[config.mk]
export PLATFORM = sky130hd
export DESIGN_NAME = dcmc_top
export DESIGN_NICKNAME = d
export VERILOG_FILES = /design/src/hw/dcmc_pkg.sv /design/src/hw/dcmc_top.sv
export SDC_FILE = /design/constraint.sdc
export NUM_CORES = 1
export LEC_CHECK = 0
export ABC_AREA = 1
export BUFFER_PORTS_ARGS = -buffer_cell sky130_fd_sc_hd__buf_2
export CORE_AREA = 5 5 181 96
export CTS_CLUSTER_DIAMETER = 200
export CTS_CLUSTER_SIZE = 30
export DETAILED_ROUTE_END_ITERATION = 10
export DIE_AREA = 0 0 186 101
export PLACE_DENSITY = 0.87
export SYNTH_ARGS = -nofsm -noshare
export SYNTH_HDL_FRONTEND = slang
export SYNTH_SLANG_ARGS = --single-unit
[constraint.sdc]
create_clock -name pclk -period 1.7 [get_ports pclk]
set_input_delay 0.17 -clock pclk [delete_from_list [all_inputs] [get_ports pclk]]
set_output_delay 0.17 -clock pclk [all_outputs]
set_load 0.01 [all_outputs]
[src/hw/dcmc_pkg.sv]
// constants, field layout and carrier types of the debug comparator match control
package dcmc_pkg;

    // -------------------------------------------------------------------
    // sizes
    // -------------------------------------------------------------------
    localparam int NUM_CMP = 3;
    localparam int APB_AW  = 8;
    localparam int ST_W    = 4;

    // -------------------------------------------------------------------
    // register indices; byte address is four times the index
    // -------------------------------------------------------------------
    localparam logic [7:0] IDX_CTL   = 8'h28;
    localparam logic [7:0] IDX_AH    = 8'h29;
    localparam logic [7:0] IDX_AM    = 8'h2A;
    localparam logic [7:0] IDX_AL    = 8'h2B;
    localparam logic [7:0] IDX_DH    = 8'h2C;
    localparam logic [7:0] IDX_DL    = 8'h2D;
    localparam logic [7:0] IDX_MH    = 8'h2E;
    localparam logic [7:0] IDX_ML    = 8'h2F;
    localparam logic [7:0] IDX_DCTL  = 8'h20;
    localparam logic [7:0] IDX_STAT  = 8'h30;
    localparam logic [7:0] IDX_IEN   = 8'h31;
    localparam logic [7:0] IDX_ICLR  = 8'h32;

    // -------------------------------------------------------------------
    // control register bit positions
    // -------------------------------------------------------------------
    localparam int BIT_SZE = 7;
    localparam int BIT_SZ  = 6;
    localparam int BIT_TAG = 5;
    localparam int BIT_BRK = 4;
    localparam int BIT_RW  = 3;
    localparam int BIT_RWE = 2;
    localparam int BIT_NDB = 1;
    localparam int BIT_EN  = 0;

    // implemented control bits per comparator
    localparam logic [7:0] CTL_MASK_A = 8'hFF;
    localparam logic [7:0] CTL_MASK_B = 8'hFD;
    localparam logic [7:0] CTL_MASK_C = 8'h3D;

    // debug control register layout
    localparam int DC_WIN  = 0;
    localparam int DC_MBE  = 4;
    localparam int DC_ARM  = 7;

    // status bits: one per channel match, then session end
    localparam int ST_END  = 3;

    // window select codes
    localparam logic [1:0] WIN_A    = 2'h0;
    localparam logic [1:0] WIN_B    = 2'h1;
    localparam logic [1:0] WIN_C    = 2'h2;
    localparam logic [1:0] WIN_NONE = 2'h3;

    // values after reset
    localparam logic [7:0]      RST_BYTE = 8'h00;
    localparam logic [1:0]      RST_AH   = 2'h0;
    localparam logic [ST_W-1:0] RST_ST   = 4'h0;

    // -------------------------------------------------------------------
    // carriers
    // -------------------------------------------------------------------
    typedef struct packed {
        logic [17:0] addr;
        logic [15:0] data;
        logic        rd;
        logic        byte_acc;
        logic        valid;
    } dcmc_bus_obs_type;

endpackage : dcmc_pkg

[src/hw/dcmc_top.sv]
// debug comparator match control: window registers, qualifiers, tagging, break
//
// Design decision made here: register access over APB.
`timescale 1ns/1ns
module dcmc_top (
    // clock and reset
    input  wire logic                      pclk,
    input  wire logic                      presetn,
    // apb slave
    input  wire logic                      psel,
    input  wire logic                      penable,
    input  wire logic                      pwrite,
    input  wire logic [dcmc_pkg::APB_AW-1:0] paddr,
    input  wire logic [31:0]               pwdata,
    output logic      [31:0]               prdata,
    output logic                           pready,
    output logic                           pslverr,
    // observed processor bus and instruction queue
    input  wire dcmc_pkg::dcmc_bus_obs_type bus_obs,
    input  wire logic [2:0]                exec_tag,
    input  wire logic                      tag_flush,
    // state sequencer
    input  wire logic [2:0]                final_hint,
    input  wire logic                      seq_end,
    // match results
    output logic      [2:0]                match_out,
    output logic                           winner_valid,
    output logic      [1:0]                winner_chan,
    output logic                           session_end,
    output logic                           breakpoint_req,
    output logic                           armed,
    output logic                           irq
);

    // -------------------------------------------------------------------
    // byte addresses
    // -------------------------------------------------------------------
    localparam logic [7:0] ADR_CTL  = {dcmc_pkg::IDX_CTL[5:0], 2'h0};
    localparam logic [7:0] ADR_AH   = {dcmc_pkg::IDX_AH[5:0], 2'h0};
    localparam logic [7:0] ADR_AM   = {dcmc_pkg::IDX_AM[5:0], 2'h0};
    localparam logic [7:0] ADR_AL   = {dcmc_pkg::IDX_AL[5:0], 2'h0};
    localparam logic [7:0] ADR_DH   = {dcmc_pkg::IDX_DH[5:0], 2'h0};
    localparam logic [7:0] ADR_DL   = {dcmc_pkg::IDX_DL[5:0], 2'h0};
    localparam logic [7:0] ADR_MH   = {dcmc_pkg::IDX_MH[5:0], 2'h0};
    localparam logic [7:0] ADR_ML   = {dcmc_pkg::IDX_ML[5:0], 2'h0};
    localparam logic [7:0] ADR_DCTL = {dcmc_pkg::IDX_DCTL[5:0], 2'h0};
    localparam logic [7:0] ADR_STAT = {dcmc_pkg::IDX_STAT[5:0], 2'h0};
    localparam logic [7:0] ADR_IEN  = {dcmc_pkg::IDX_IEN[5:0], 2'h0};
    localparam logic [7:0] ADR_ICLR = {dcmc_pkg::IDX_ICLR[5:0], 2'h0};

    // -------------------------------------------------------------------
    // state
    // -------------------------------------------------------------------
    logic [7:0]  ctl_reg   [dcmc_pkg::NUM_CMP];
    logic [7:0]  ctl_next  [dcmc_pkg::NUM_CMP];
    logic [1:0]  ah_reg    [dcmc_pkg::NUM_CMP];
    logic [1:0]  ah_next   [dcmc_pkg::NUM_CMP];
    logic [7:0]  am_reg    [dcmc_pkg::NUM_CMP];
    logic [7:0]  am_next   [dcmc_pkg::NUM_CMP];
    logic [7:0]  al_reg    [dcmc_pkg::NUM_CMP];
    logic [7:0]  al_next   [dcmc_pkg::NUM_CMP];
    logic [15:0] dcmp_reg;
    logic [15:0] dcmp_next;
    logic [15:0] dmask_reg;
    logic [15:0] dmask_next;
    logic [1:0]  win_reg;
    logic [1:0]  win_next;
    logic        mbe_reg;
    logic        mbe_next;
    logic        armed_reg;
    logic        armed_next;
    logic [2:0]  tag_pend_reg;
    logic [2:0]  tag_pend_next;
    logic [2:0]  match_reg;
    logic [2:0]  match_next;
    logic        wvalid_reg;
    logic        wvalid_next;
    logic [1:0]  wchan_reg;
    logic [1:0]  wchan_next;
    logic        end_reg;
    logic        end_next;
    logic        bkpt_reg;
    logic        bkpt_next;
    logic [dcmc_pkg::ST_W-1:0] st_reg;
    logic [dcmc_pkg::ST_W-1:0] st_next;
    logic [dcmc_pkg::ST_W-1:0] ien_reg;
    logic [dcmc_pkg::ST_W-1:0] ien_next;
    logic        irq_reg;
    logic        irq_next;
    logic [31:0] prdata_reg;
    logic [31:0] prdata_next;
    logic        pready_reg;
    logic        pready_next;
    logic        pslverr_reg;
    logic        pslverr_next;

    // -------------------------------------------------------------------
    // helpers
    // -------------------------------------------------------------------
    logic        wr_take;
    logic        win_wr;
    logic [2:0]  fire;
    logic        end_now;
    logic [7:0]  rd_byte;
    logic        rd_hit;

    // a write lands only at the completing access edge
    assign wr_take = psel & penable & pready_reg & pwrite;
    assign win_wr  = wr_take & ~armed_reg;

    // implemented control bits per comparator
    function automatic logic [7:0] ctl_mask(input int n);
        logic [7:0] m;
        m = dcmc_pkg::CTL_MASK_C;
        if (n == 0) begin
            m = dcmc_pkg::CTL_MASK_A;
        end else if (n == 1) begin
            m = dcmc_pkg::CTL_MASK_B;
        end
        return m;
    endfunction : ctl_mask

    // -------------------------------------------------------------------
    // register readback
    // -------------------------------------------------------------------
    // window contents follow the select field; select 11 exposes nothing
    always_comb begin
        int sel;
        sel     = 0;
        rd_byte = dcmc_pkg::RST_BYTE;
        rd_hit  = 1'b1;
        if (win_reg != dcmc_pkg::WIN_NONE) begin
            sel = int'(win_reg);
        end
        case (paddr)
            ADR_CTL: begin
                if (win_reg != dcmc_pkg::WIN_NONE) begin
                    rd_byte = ctl_reg[sel];
                end
            end
            ADR_AH: begin
                if (win_reg != dcmc_pkg::WIN_NONE) begin
                    rd_byte = {6'h00, ah_reg[sel]};
                end
            end
            ADR_AM: begin
                if (win_reg != dcmc_pkg::WIN_NONE) begin
                    rd_byte = am_reg[sel];
                end
            end
            ADR_AL: begin
                if (win_reg != dcmc_pkg::WIN_NONE) begin
                    rd_byte = al_reg[sel];
                end
            end
            // data registers exist for comparator a only
            ADR_DH: begin
                if (win_reg == dcmc_pkg::WIN_A) begin
                    rd_byte = dcmp_reg[15:8];
                end
            end
            ADR_DL: begin
                if (win_reg == dcmc_pkg::WIN_A) begin
                    rd_byte = dcmp_reg[7:0];
                end
            end
            ADR_MH: begin
                if (win_reg == dcmc_pkg::WIN_A) begin
                    rd_byte = dmask_reg[15:8];
                end
            end
            ADR_ML: begin
                if (win_reg == dcmc_pkg::WIN_A) begin
                    rd_byte = dmask_reg[7:0];
                end
            end
            ADR_DCTL: begin
                rd_byte = {armed_reg, 2'h0, mbe_reg, 2'h0, win_reg};
            end
            ADR_STAT: begin
                rd_byte = {4'h0, st_reg};
            end
            ADR_IEN: begin
                rd_byte = {4'h0, ien_reg};
            end
            ADR_ICLR: begin
                rd_byte = dcmc_pkg::RST_BYTE;                    // write-only
            end
            default: begin
                rd_hit = 1'b0;
            end
        endcase
    end

    // -------------------------------------------------------------------
    // apb handshake
    // -------------------------------------------------------------------
    // no wait state; read data is registered in the setup cycle and leaves straight from a flop
    always_comb begin
        prdata_next  = prdata_reg;
        pready_next  = 1'b0;
        pslverr_next = 1'b0;
        if (psel && !penable) begin
            prdata_next  = {24'h000000, rd_byte};
            pready_next  = 1'b1;
            pslverr_next = ~rd_hit;
        end
    end

    always_ff @(posedge pclk or negedge presetn) begin
        if (!presetn) begin
            prdata_reg  <= 32'h00000000;
            pready_reg  <= 1'b0;
            pslverr_reg <= 1'b0;
        end else begin
            prdata_reg  <= prdata_next;
            pready_reg  <= pready_next;
            pslverr_reg <= pslverr_next;
        end
    end

    // -------------------------------------------------------------------
    // configuration registers
    // -------------------------------------------------------------------
    // the window registers freeze while armed so a session sees a stable setup
    always_comb begin
        for (int n = 0; n < dcmc_pkg::NUM_CMP; n++) begin
            ctl_next[n] = ctl_reg[n];
            ah_next[n]  = ah_reg[n];
            am_next[n]  = am_reg[n];
            al_next[n]  = al_reg[n];
            if (win_wr && win_reg == 2'(n)) begin
                if (paddr == ADR_CTL) begin
                    ctl_next[n] = pwdata[7:0] & ctl_mask(n);
                end
                if (paddr == ADR_AH) begin
                    ah_next[n] = pwdata[1:0];
                end
                if (paddr == ADR_AM) begin
                    am_next[n] = pwdata[7:0];
                end
                if (paddr == ADR_AL) begin
                    al_next[n] = pwdata[7:0];
                end
            end
        end
        dcmp_next  = dcmp_reg;
        dmask_next = dmask_reg;
        if (win_wr && win_reg == dcmc_pkg::WIN_A) begin
            if (paddr == ADR_DH) dcmp_next[15:8] = pwdata[7:0];
            if (paddr == ADR_DL) dcmp_next[7:0] = pwdata[7:0];
            if (paddr == ADR_MH) dmask_next[15:8] = pwdata[7:0];
            if (paddr == ADR_ML) dmask_next[7:0] = pwdata[7:0];
        end
        win_next = win_reg;
        mbe_next = mbe_reg;
        if (wr_take && paddr == ADR_DCTL) begin
            win_next = pwdata[dcmc_pkg::DC_WIN +: 2];
            mbe_next = pwdata[dcmc_pkg::DC_MBE];
        end
    end

    always_ff @(posedge pclk or negedge presetn) begin
        if (!presetn) begin
            for (int n = 0; n < dcmc_pkg::NUM_CMP; n++) begin
                ctl_reg[n] <= dcmc_pkg::RST_BYTE;
                ah_reg[n]  <= dcmc_pkg::RST_AH;
                am_reg[n]  <= dcmc_pkg::RST_BYTE;
                al_reg[n]  <= dcmc_pkg::RST_BYTE;
            end
            dcmp_reg  <= 16'h0000;
            dmask_reg <= 16'h0000;
            win_reg   <= dcmc_pkg::WIN_A;
            mbe_reg   <= 1'b0;
        end else begin
            for (int n = 0; n < dcmc_pkg::NUM_CMP; n++) begin
                ctl_reg[n] <= ctl_next[n];
                ah_reg[n]  <= ah_next[n];
                am_reg[n]  <= am_next[n];
                al_reg[n]  <= al_next[n];
            end
            dcmp_reg  <= dcmp_next;
            dmask_reg <= dmask_next;
            win_reg   <= win_next;
            mbe_reg   <= mbe_next;
        end
    end

    // -------------------------------------------------------------------
    // comparators and session control
    // -------------------------------------------------------------------
    // matches are only produced while armed; a break match disarms at once
    always_comb begin
        logic [2:0] hit;
        logic [2:0] fin;
        logic [2:0] pick;
        logic       addr_ok;
        logic       size_ok;
        logic       dir_ok;
        logic       data_ok;
        logic       tag;
        hit     = 3'h0;
        fin     = 3'h0;
        pick    = 3'h0;
        addr_ok = 1'b0;
        size_ok = 1'b0;
        dir_ok  = 1'b0;
        data_ok = 1'b0;
        tag     = 1'b0;
        for (int n = 0; n < dcmc_pkg::NUM_CMP; n++) begin
            tag     = ctl_reg[n][dcmc_pkg::BIT_TAG];
            addr_ok = bus_obs.addr == {ah_reg[n], am_reg[n], al_reg[n]};
            size_ok = ~ctl_reg[n][dcmc_pkg::BIT_SZE] | tag |
                      (bus_obs.byte_acc == ctl_reg[n][dcmc_pkg::BIT_SZ]);
            dir_ok  = ~ctl_reg[n][dcmc_pkg::BIT_RWE] | tag |
                      (bus_obs.rd == ctl_reg[n][dcmc_pkg::BIT_RW]);
            data_ok = 1'b1;
            if (n == 0) begin
                // masked-off bits match anything; polarity flips the outcome
                data_ok = tag | (((|((bus_obs.data ^ dcmp_reg) & dmask_reg))) ==
                          ctl_reg[0][dcmc_pkg::BIT_NDB]);
            end
            hit[n] = armed_reg & bus_obs.valid & ctl_reg[n][dcmc_pkg::BIT_EN] &
                     addr_ok & size_ok & dir_ok & data_ok;
            // tagged hits wait for execution; set beats an exec or flush clear, but a session end clears all
            tag_pend_next[n] = (hit[n] & tag) |
                               (tag_pend_reg[n] & ~exec_tag[n] & ~tag_flush & armed_reg);
            fire[n] = (hit[n] & ~tag) | (tag_pend_reg[n] & exec_tag[n] & armed_reg);
        end
        end_now = (|(fire & {ctl_reg[2][dcmc_pkg::BIT_BRK], ctl_reg[1][dcmc_pkg::BIT_BRK],
                             ctl_reg[0][dcmc_pkg::BIT_BRK]})) | (seq_end & armed_reg);
        if (end_now) begin
            tag_pend_next = 3'h0;
        end
        match_next = fire;
        // final-state matches first, then the lowest channel
        fin  = fire & final_hint;
        pick = (fin != 3'h0) ? fin : fire;
        wvalid_next = pick != 3'h0;
        wchan_next  = 2'h0;
        for (int n = dcmc_pkg::NUM_CMP - 1; n >= 0; n--) begin
            if (pick[n]) begin
                wchan_next = 2'(n);
            end
        end
        end_next  = end_now;
        bkpt_next = end_now & mbe_reg & ~seq_end;
        bkpt_next = bkpt_next | ((|(fire & {ctl_reg[2][dcmc_pkg::BIT_BRK],
                    ctl_reg[1][dcmc_pkg::BIT_BRK], ctl_reg[0][dcmc_pkg::BIT_BRK]})) & mbe_reg);
        armed_next = armed_reg;
        if (wr_take && paddr == ADR_DCTL) begin
            armed_next = pwdata[dcmc_pkg::DC_ARM];
        end
        if (end_now) begin
            armed_next = 1'b0;
        end
    end

    always_ff @(posedge pclk or negedge presetn) begin
        if (!presetn) begin
            tag_pend_reg <= 3'h0;
            match_reg    <= 3'h0;
            wvalid_reg   <= 1'b0;
            wchan_reg    <= 2'h0;
            end_reg      <= 1'b0;
            bkpt_reg     <= 1'b0;
            armed_reg    <= 1'b0;
        end else begin
            tag_pend_reg <= tag_pend_next;
            match_reg    <= match_next;
            wvalid_reg   <= wvalid_next;
            wchan_reg    <= wchan_next;
            end_reg      <= end_next;
            bkpt_reg     <= bkpt_next;
            armed_reg    <= armed_next;
        end
    end

    // -------------------------------------------------------------------
    // interrupt status
    // -------------------------------------------------------------------
    // a new event in the clearing cycle survives the clear
    always_comb begin
        logic [dcmc_pkg::ST_W-1:0] clr;
        clr = '0;
        if (wr_take && paddr == ADR_ICLR) begin
            clr = pwdata[dcmc_pkg::ST_W-1:0];
        end
        st_next  = (st_reg & ~clr) | {end_now, fire};
        ien_next = ien_reg;
        if (wr_take && paddr == ADR_IEN) begin
            ien_next = pwdata[dcmc_pkg::ST_W-1:0];
        end
        irq_next = |(st_next & ien_next);
    end

    always_ff @(posedge pclk or negedge presetn) begin
        if (!presetn) begin
            st_reg  <= dcmc_pkg::RST_ST;
            ien_reg <= dcmc_pkg::RST_ST;
            irq_reg <= 1'b0;
        end else begin
            st_reg  <= st_next;
            ien_reg <= ien_next;
            irq_reg <= irq_next;
        end
    end

    // -------------------------------------------------------------------
    // outputs
    // -------------------------------------------------------------------
    assign prdata         = prdata_reg;
    assign pready         = pready_reg;
    assign pslverr        = pslverr_reg;
    assign match_out      = match_reg;
    assign winner_valid   = wvalid_reg;
    assign winner_chan    = wchan_reg;
    assign session_end    = end_reg;
    assign breakpoint_req = bkpt_reg;
    assign armed          = armed_reg;
    assign irq            = irq_reg;

endmodule : dcmc_top

# Word-level counts from Yosys, hierarchy flattened
# Index checks and enable logic that the tools add are counted.
# totals
regBits	141
latchBits	0
ramBits	0
romBits	0
output_inout_bits	44
wordCells	213
n_memories	0
# classes
add_sub_neg	0
n_mul	0
div_mod_pow	0
n_lt_le_gt_ge	1
eq_ne	24
shift	0
mux	38
n_bitwise	87
reduce_logical	32
# ops
cell	count
$mux W8	17
$eq A8 B8 Y1 const B	12
$pmux W8 S11	1
$eq A18 B18 Y1	3
$bmux W8 S2	3
$and A1 B1 Y1	42
$ge A32 B3 Y1 const B	1
$not A32 Y32	1
$reduce_and A2 Y1	16
$or A1 B1 Y1	19
$and A16 B16 Y16	1
$and A8 B8 Y8	2
$reduce_or A16 Y1	1
$xor A16 B16 Y16	1
$not A1 Y1	15
$mux W2	7
$reduce_or A12 Y1	1
$and A4 B4 Y4	2
$mux W4	2
$logic_and A1 B1 Y1	7
$and A3 B3 Y3	2
$eq A1 B1 Y1	6
$mux W3	2
$reduce_bool A3 Y1	2
12 further kinds	16

# Longest topological paths before layout
# Gate-level depths: netlist of run 1.
# logic_depth
depth_word	14
depth_mapped	17
depth_no_buf	17

# Worst setup path after synthesis of run 1
# No wires, ideal clock.
# synth_timing
path_kind	register to register
startpoint	reg win_reg[1]
endpoint	reg prdata_reg[2] (netlist: prdata[2])
t_arrival_ns	1.466
required_ns	1.583
setup_slack_ns	0.118
stages_incl_launch_ff	13
n_path_buf	3
period_less_slack_ns	1.582
path_cell_list	dfrtp_1 -> buf_6 -> inv_4 -> nand2_2 -> buf_6 -> buf_6 -> nand2_1 -> o21ai_0 -> a21o_1 -> a22oi_1 -> o2111ai_1 -> nand2_1 -> nand2_1
# synth_between
elab_chain_cells	8
elab_cells_between_ends	21
# synth_rtl
element	line	text
from (decl)	dcmc_top.sv:66	logic [1:0] win_reg;
from (signal assigned)	dcmc_top.sv:273	win_reg <= dcmc_pkg::WIN_A;
from (signal assigned)	dcmc_top.sv:284	win_reg <= win_next;
$ne A2 B2 Y1	n/a	
$mux W2	dcmc_top.sv:132	if (win_reg != dcmc_pkg::WIN_NONE) begin
$not A32 Y32 (implied by the code)	dcmc_top.sv:138, dcmc_top.sv:148, dcmc_top.sv:153	
$bmux W8 S2, on equally long branches	dcmc_top.sv:153, dcmc_top.sv:138, dcmc_top.sv:148	
$mux W8, on equally long branches (2 in series)	dcmc_top.sv:153, dcmc_top.sv:138, dcmc_top.sv:148	
$mux W8, on equally long branches	dcmc_top.sv:152, dcmc_top.sv:137, dcmc_top.sv:147	
$pmux W8 S11 (*)	dcmc_top.sv:135	case (paddr)
to (signal assigned)	dcmc_top.sv:216	prdata_reg <= prdata_next;
to (decl)	dcmc_top.sv:90	logic [31:0] prdata_reg;
# Every way passes the cells marked *; elsewhere a longest branch is shown, timed or not. The select of a mux whose other input is x is not followed.
# A chain may end at the register's enable or synchronous reset.

# Final worst setup path of run 1
# layout_timing
startpoint	reg al_reg[17] (netlist name)
endpoint	reg wvalid_reg (netlist: winner_valid)
# layout_between
elab_chain_cells	11
# layout_rtl
element	line	text
from (decl)	dcmc_top.sv:60	logic [7:0] al_reg [dcmc_pkg::NUM_CMP];
from (signal, indexed assignment)	dcmc_top.sv:269	al_reg[n] <= dcmc_pkg::RST_BYTE;
from (signal, indexed assignment)	dcmc_top.sv:280	al_reg[n] <= al_next[n];
$eq A18 B18 Y1 (*)	dcmc_top.sv:312	addr_ok = bus_obs.addr == {ah_reg[n], am_reg[n], al_reg[n]};
$and A1 B1 Y1 (*)	dcmc_top.sv:323	hit[n] = armed_reg & bus_obs.valid & ctl_reg[n][dcmc_pkg::BIT_EN] &
$and A1 B1 Y1 (*) (3 in series)	dcmc_top.sv:324	addr_ok & size_ok & dir_ok & data_ok;
$and A1 B1 Y1 (*)	dcmc_top.sv:328	fire[n] = (hit[n] & ~tag) | (tag_pend_reg[n] & exec_tag[n] & armed_reg);
$or A1 B1 Y1 (*)	dcmc_top.sv:328	
via fire[0]	dcmc_top.sv:102	logic [2:0] fire;
$and A3 B3 Y3	dcmc_top.sv:337	fin = fire & final_hint;
$reduce_bool A3 Y1	dcmc_top.sv:338	pick = (fin != 3'h0) ? fin : fire;
$mux W3 (*)	dcmc_top.sv:338	
$reduce_bool A3 Y1 (*)	dcmc_top.sv:339	wvalid_next = pick != 3'h0;
via wvalid_next	dcmc_top.sv:77	logic wvalid_next;
to (signal assigned)	dcmc_top.sv:371	wvalid_reg <= wvalid_next;
to (decl)	dcmc_top.sv:76	logic wvalid_reg;
# Mark *: on every way through the listed nets, which the timed path passes. The rest lies on a longest branch.

==> metrics.md, run 1 <==
| Metric | Value |
|---|---|
| Max-cap viol count | `0` |
| CTS H-tree lvls | `4` |
| Outcome | `finished with violations` |
| Most used DFF post-synth | `dfrtp_1` |
| Fmax | `462 MHz` |
| Die Area | `0.0188 mm2` |
| RSZ-0062 raised after global routing | `true` |
| Vias | `10000` |
| Failing checks | `negative setup slack` |
| Critical Path AT | `2.50 ns` |
| Initial DRC count | `1806` |
| Setup CP Type | `register to register` |
| FFs w/ async S/R, synth | `1.00` |
| Worst setup margin | `-0.462 ns` |
| Finished Core Util | `0.777` |
| Ranking of synthesized cells by area | `dfrtp_1 (44%), nand2_1 (16%), o21ai_0 (8.5%), inv_1 (4.6%), nor2_1 (3.9%)` |
| Layout cell share with drive strength beyond 1 | `0.445` |
| Period utilization | `1.27` |
| Final setup vio count | `109` |
| Std-Cell Rows | `33` |
| Power per cell area | `654 mW/mm2` |
| Worst Hold Margin | `0.0132 ns` |
| Clk sinks | `140` |
| Worst skew pair latency | `0.46 ns` |
| Final wirelength | `38600 um` |
| Rel. slew slack | `0.378` |
| Die width | `186 um` |
| Actual slew at the worst max-slew pin | `0.932 ns` |
| Synthesized instance count | `1069` |
| Slowest CP cell | `dfrtp_1` |
| Post-synth top area share | `0.440` |
| Count of different cell masters after synthesis | `51` |
| Overflow after GRT | `0` |
| Antenna Nets Post-Route | `0` |
| Ports | `134` |
| First-pass GRT wire length | `48600 um` |
| Seq cells post-synth | `140` |
| Pin count of the biggest net entering global routing | `45` |
| Crit path max-delay family | `simple AND/OR/NAND/NOR gates` |
| WL per Instance | `24.3 um` |
| Root buffer cell | `clkbuf_16` |
| Initial Util | `0.505` |
| Cell taking the most area after synthesis | `dfrtp_1` |
| Die height | `101 um` |
| Avg Cell Area, Syn | `7.44 um2` |
| Count leader, synth | `nand2_1` |
| Clock-pin slew on the worst setup and hold paths | `0.07 ns` |
| Worst-path fanout max | `5` |
| NumNets Final | `1458` |
| Minimum clock period | `2.16 ns` |
| Post-synth EDFFs | `0` |
| Area Overhead vs Synth | `54.1%` |
| CTS tree | `yes` |
| Total GRT Usage | `0.347` |
| Initial antenna violation count | `1` |
| Critical Path Sink Type | `register` |
| Max clock buf depth | `2` |
| Synth cell count leaders | `nand2_1 (349), dfrtp_1 (140), o21ai_0 (135)` |
| Worst slack, placed | `-0.441 ns` |
| Crit-path cells | `inv_1, nand2_1, nand2_1, nor2_1, nand2_1, nor2_2, nand2_4, nor3_4, nand2_2, nand2_4, nand2_4, a31oi_4, nand3b_1` |
| Final Skew | `0.0167 ns` |
| Ys Warns | `0` |
| Number of buffers created by CTS | `17` |
| Maximum vdd drop | `0.000735 V` |
| Worst EP required | `2.03 ns` |
| Pre-Repair DR Iteration Count | `8` |
| Vias in the first global route | `8807` |
| CP startpoint kind | `register` |
| Core area | `0.0158 mm2` |
| Slew Viols, Final | `0` |
| # DRC | `0` |
| Crit path largest cell delay | `0.45 ns` |
| I/O Buffers | `85` |
| Hpwl dp | `22500 um` |
| Static Leak | `5.92 nW` |
| Hold Fails Final Rpt | `0` |
| Gpl congestion | `1.05` |
| Tightest Hold Check Type | `input pin to register` |
| Netlist Area Pre-Place | `0.00796 mm2` |
| Vias per inst | `6.30` |
| Post-synthesis sequential area ratio | `0.440` |
| Buf/Inv on CP | `1` |
## metal layers
metal	GRT usage	wire length, um	up-vias
met1	0.455	13500	4636
li1	-	-	4033
met2	0.493	15700	1016
met5	0	0	-
met3	0.190	6590	345
met4	0.107	2780	0
## worst min-delay path: cells and delay by family
family | cells | cell delay [ns]
AND/OR/NAND/NOR | 2 | 0.12
buffers and inverters | 1 | 0.09
AO/OA/AOI/OAI | 1 | 0.05
## repair_timing
item,in CTS,in global routing
hold endpoints to repair,38,0
cloned,2,9
setup buffers,17,18
pin swaps,33,67
resized for setup,144,343
setup endpoints to repair,87,128
hold buffers,5,0
## cells in the final DEF (no fill, tap or decap), types with 8 or more instances in the layout
cell type	Yosys	final
nand2_1	349	241
buf_4	26	158
dfrtp_1	140	139
inv_1	98	90
buf_2	11	85
nand2_2	7	80
o21ai_1	11	68
nor2_1	82	60
o21ai_2	0	46
buf_6	4	36
nand2_4	5	31
o21ai_0	135	30
nand3_1	36	29
conb_1	1	24
nor2_4	4	19
inv_2	16	18
clkbuf_16	0	17
xnor2_1	16	15
nand4_1	15	15
nor2_2	7	14
buf_12	0	13
a21oi_1	19	12
nand2_8	0	12
buf_8	0	10
nand3_2	3	9
inv_6	0	9
a21oi_2	2	8
## cells by family (layout without fill, tap and decap cells)
logic type / after synthesis / after routing / share of synthesized area
AOI/OAI and AO/OA: 211 / 211 / 0.150
other: 1 / 25 / 0.000471
muxes: 1 / 1 / 0.00126
xor gates and xnor gates: 23 / 23 / 0.0253
and+or+nand+nor: 524 / 527 / 0.285
DFF: 140 / 140 / 0.440
buffers and inverters: 169 / 455 / 0.0978
## area by class of cell
class	count	area [um2]
antenna	1	2.50
clock buffer	18	439
clock inverter	14	169
fill	907	3510
inverter	116	467
multi-input combinational	786	4940
sequential	140	3500
tap	210	263
timing repair buffer	307	2480
## through the flow
stage / instances / power (mW) / setup TNS [ns] / instance area, um2
after global routing: 1592 / 8.18 / -19.22 / 12300
final: 1592 / 8.02 / -18.32 / 12300
after global placement: 1517 / 3.93 / -4.13 / 9850
after floorplan: 1092 / 3.65 / 0 / 8040
after detailed placement: 1517 / 3.95 / -9.14 / 9850
after CTS: 1571 / 7.86 / -3.55 / 11200
## worst paths after layout
kind                                        start                         to  slack (ns)  depth (start not counted)
setup / recovery           al_reg[17]$_DFFE_PN0P_     winner_valid$_DFF_PN0_       -0.46                         13
max in group asynchronous                 presetn    ctl_reg[13]$_DFFE_PN0P_        0.89                          3
hold / removal                        exec_tag[2]  tag_pend_reg[2]$_DFF_PN0_        0.01                          4
hold reg to reg             prdata[7]$_DFFE_PN0P_      prdata[7]$_DFFE_PN0P_        0.49                          2
min in group asynchronous                 presetn   dcmp_reg[14]$_DFFE_PN0P_        0.21                          2
setup reg to reg           al_reg[17]$_DFFE_PN0P_     winner_valid$_DFF_PN0_       -0.46                         13
## power by group
part	total, mW	switching, mW	internal (mW)
Sequential	3.35	0.0108	3.34
Combinational	0.670	0.461	0.209
Clock	4.00	1.74	2.26
Note: power is estimated with default switching activity, not from simulation.
==> run 2: changes to the inputs <==
--- a/config.mk
+++ b/config.mk
@@ -7,12 +7,12 @@
 export LEC_CHECK = 0
 export ABC_AREA = 1
 export BUFFER_PORTS_ARGS = -buffer_cell sky130_fd_sc_hd__buf_2
-export CORE_AREA = 5 5 181 96
+export CORE_AREA = 5 5 237 124
 export CTS_CLUSTER_DIAMETER = 200
 export CTS_CLUSTER_SIZE = 30
 export DETAILED_ROUTE_END_ITERATION = 10
-export DIE_AREA = 0 0 186 101
-export PLACE_DENSITY = 0.87
+export DIE_AREA = 0 0 242 129
+export PLACE_DENSITY = 0.59
 export SYNTH_ARGS = -nofsm -noshare
 export SYNTH_HDL_FRONTEND = slang
 export SYNTH_SLANG_ARGS = --single-unit
==> metrics.md, run 2 (same netlist as run 1, synthesis figures left out) <==
| Metric | Value |
|---|---|
| Outcome | `finished with violations` |
| Failing checks | `negative setup slack` |
| Finished Core Util | `0.451` |
| CP startpoint kind | `register` |
| Most Frequent Cell on Critical Path | `nand4_1` |
| Most frequent cells in the layout | `nand2_1 (279), buf_4 (196), dfrtp_1 (138)` |
| Crit path max-delay family | `simple AND/OR/NAND/NOR gates` |
| Root buffer cell | `clkbuf_16` |
| Layout cell share with drive strength beyond 1 | `0.401` |
| Number of buffers created by CTS | `17` |
| Tightest Hold Check Type | `input pin to register` |
| RSZ-0062 raised after global routing | `true` |
| Worst-path fanout max | `4` |
| Antenna Nets Post-Route | `0` |
| Gpl congestion | `1.04` |
| Rel. slew slack | `0.316` |
| Critical Path Sink Type | `register` |
| Final setup vio count | `48` |
| Worst Hold Margin | `0.0198 ns` |
| Initial antenna violation count | `2` |
| Clock-pin slew on the worst setup and hold paths | `0.06 ns` |
| Total GRT Usage | `0.215` |
| Worst EP required | `2.03 ns` |
| Pre-Repair DR Iteration Count | `5` |
| Vias in the first global route | `8074` |
| CTS tree | `yes` |
| Power per cell area | `646 mW/mm2` |
| Slowest CP cell | `dfrtp_1` |
| Hpwl dp | `26100 um` |
| Die height | `129 um` |
| Period utilization | `1.22` |
| Vias | `8712` |
| Overflow after GRT | `0` |
| Die Area | `0.0312 mm2` |
| Buf/Inv on CP | `0` |
| Worst slack, placed | `-0.515 ns` |
| Minimum clock period | `2.07 ns` |
| Most common cell after layout, fill and taps aside | `nand2_1` |
| NumNets Final | `1490` |
| Clk sinks | `140` |
| Area Overhead vs Synth | `53.7%` |
| Core area | `0.0271 mm2` |
| Worst setup margin | `-0.370 ns` |
| Crit-path cells | `nand2_4, nor2_4, nand4_1, nor2_2, nand4_1, nand2_2, nand2_4, nand4_1, nand2_2, nand3b_1` |
| Setup CP Type | `register to register` |
| First-pass GRT wire length | `49600 um` |
| Fmax | `483 MHz` |
| Hold Fails Final Rpt | `0` |
| Actual slew at the worst max-slew pin | `1.01 ns` |
| Slew Viols, Final | `0` |
| Max-cap viol count | `0` |
| Final Skew | `0.0107 ns` |
| Initial Util | `0.293` |
| CTS H-tree lvls | `4` |
| Worst skew pair latency | `0.45 ns` |
| Max clock buf depth | `2` |
| Vias per inst | `4.91` |
| Maximum vdd drop | `0.000691 V` |
| Pin count of the biggest net entering global routing | `48` |
| Static Leak | `6.06 nW` |
| Critical Path AT | `2.40 ns` |
| Crit path largest cell delay | `0.43 ns` |
| # fillers | `2688` |
| Die width | `242 um` |
| WL per Instance | `19.7 um` |
| Ports | `134` |
| Initial DRC count | `1078` |
| # DRC | `0` |
| I/O Buffers | `85` |
| Final wirelength | `34900 um` |
| Std-Cell Rows | `43` |
==> run 2: cell types whose count changed in the layout (fill, tap and decap cells not counted), moves of 9 or more <==
cell / delta
nand2_2: -41
inv_6: -9
nand2_1: +38
o21ai_0: +27
o21ai_2: -20
buf_4: +38
==> run 2: per-layer routing <==
layer / vias to the layer above / routed length, um / GRT usage
li1: 4104 / - / -
met1: 4132 / 16900 / 0.327
met2: 421 / 12600 / 0.259
met3: 53 / 4500 / 0.102
met4: 2 / 872 / 0.0647
met5: - / 13 / 0
==> run 2: final timing paths <==
check | start | to | slack (ns) | cells past startpoint
min in group asynchronous | presetn | ah_reg[5]$_DFFE_PN0P_ | 0.26 | 2
hold reg to reg | prdata[2]$_DFFE_PN0P_ | prdata[2]$_DFFE_PN0P_ | 0.48 | 2
setup reg to reg | armed$_DFFE_PN0P_ | winner_valid$_DFF_PN0_ | -0.37 | 10
setup / recovery | armed$_DFFE_PN0P_ | winner_valid$_DFF_PN0_ | -0.37 | 10
hold / removal | exec_tag[2] | tag_pend_reg[2]$_DFF_PN0_ | 0.02 | 4
max in group asynchronous | presetn | al_reg[21]$_DFFE_PN0P_ | 0.83 | 3
==> run 2: timing repair <==
item | 4_1_cts | 5_1_grt
buffers inserted | 19 | 17
pin swaps | 35 | 48
resized for setup | 94 | 264
endpoints found under the hold margin | 45 | 0
setup endpoints to repair | 100 | 111
gates cloned | 1 | 7
hold buffers | 5 | 0
==> run 2: worst min-delay path, cell delays in order <==
cell     delay (ns)
buf_2          0.09
nor2_1         0.04
nand3_1        0.07
a21oi_2        0.05
==> run 2: area by class of cell <==
type,instances,area [um2],share of cell area
multi-input combinational,783,4530,0.370
sequential,140,3510,0.287
clock buffer,21,450,0.0368
timing repair buffer,342,2710,0.221
antenna,1,2.50,0.000205
inverter,116,443,0.0362
tap,360,450,0.0368
clock inverter,11,144,0.0118
==> run 2: metrics by stage <==
stage	setup TNS, ns	instances	total power, mW	instance area (um2)
floorplan	0	1092	3.65	8040
global placement	-17.02	1697	4.00	10300
detailed placement	-16.68	1697	4.01	10300
CTS	-2.74	1749	7.91	11300
global route	-8.43	1773	8.18	12200
finish	-5.36	1774	7.90	12200
==> run 2: power breakdown <==
group / switching, mW / internal (mW)
Combinational: 0.431 / 0.223
Sequential: 0.00914 / 3.34
Clock: 1.56 / 2.34
Total: 2.00 / 5.90
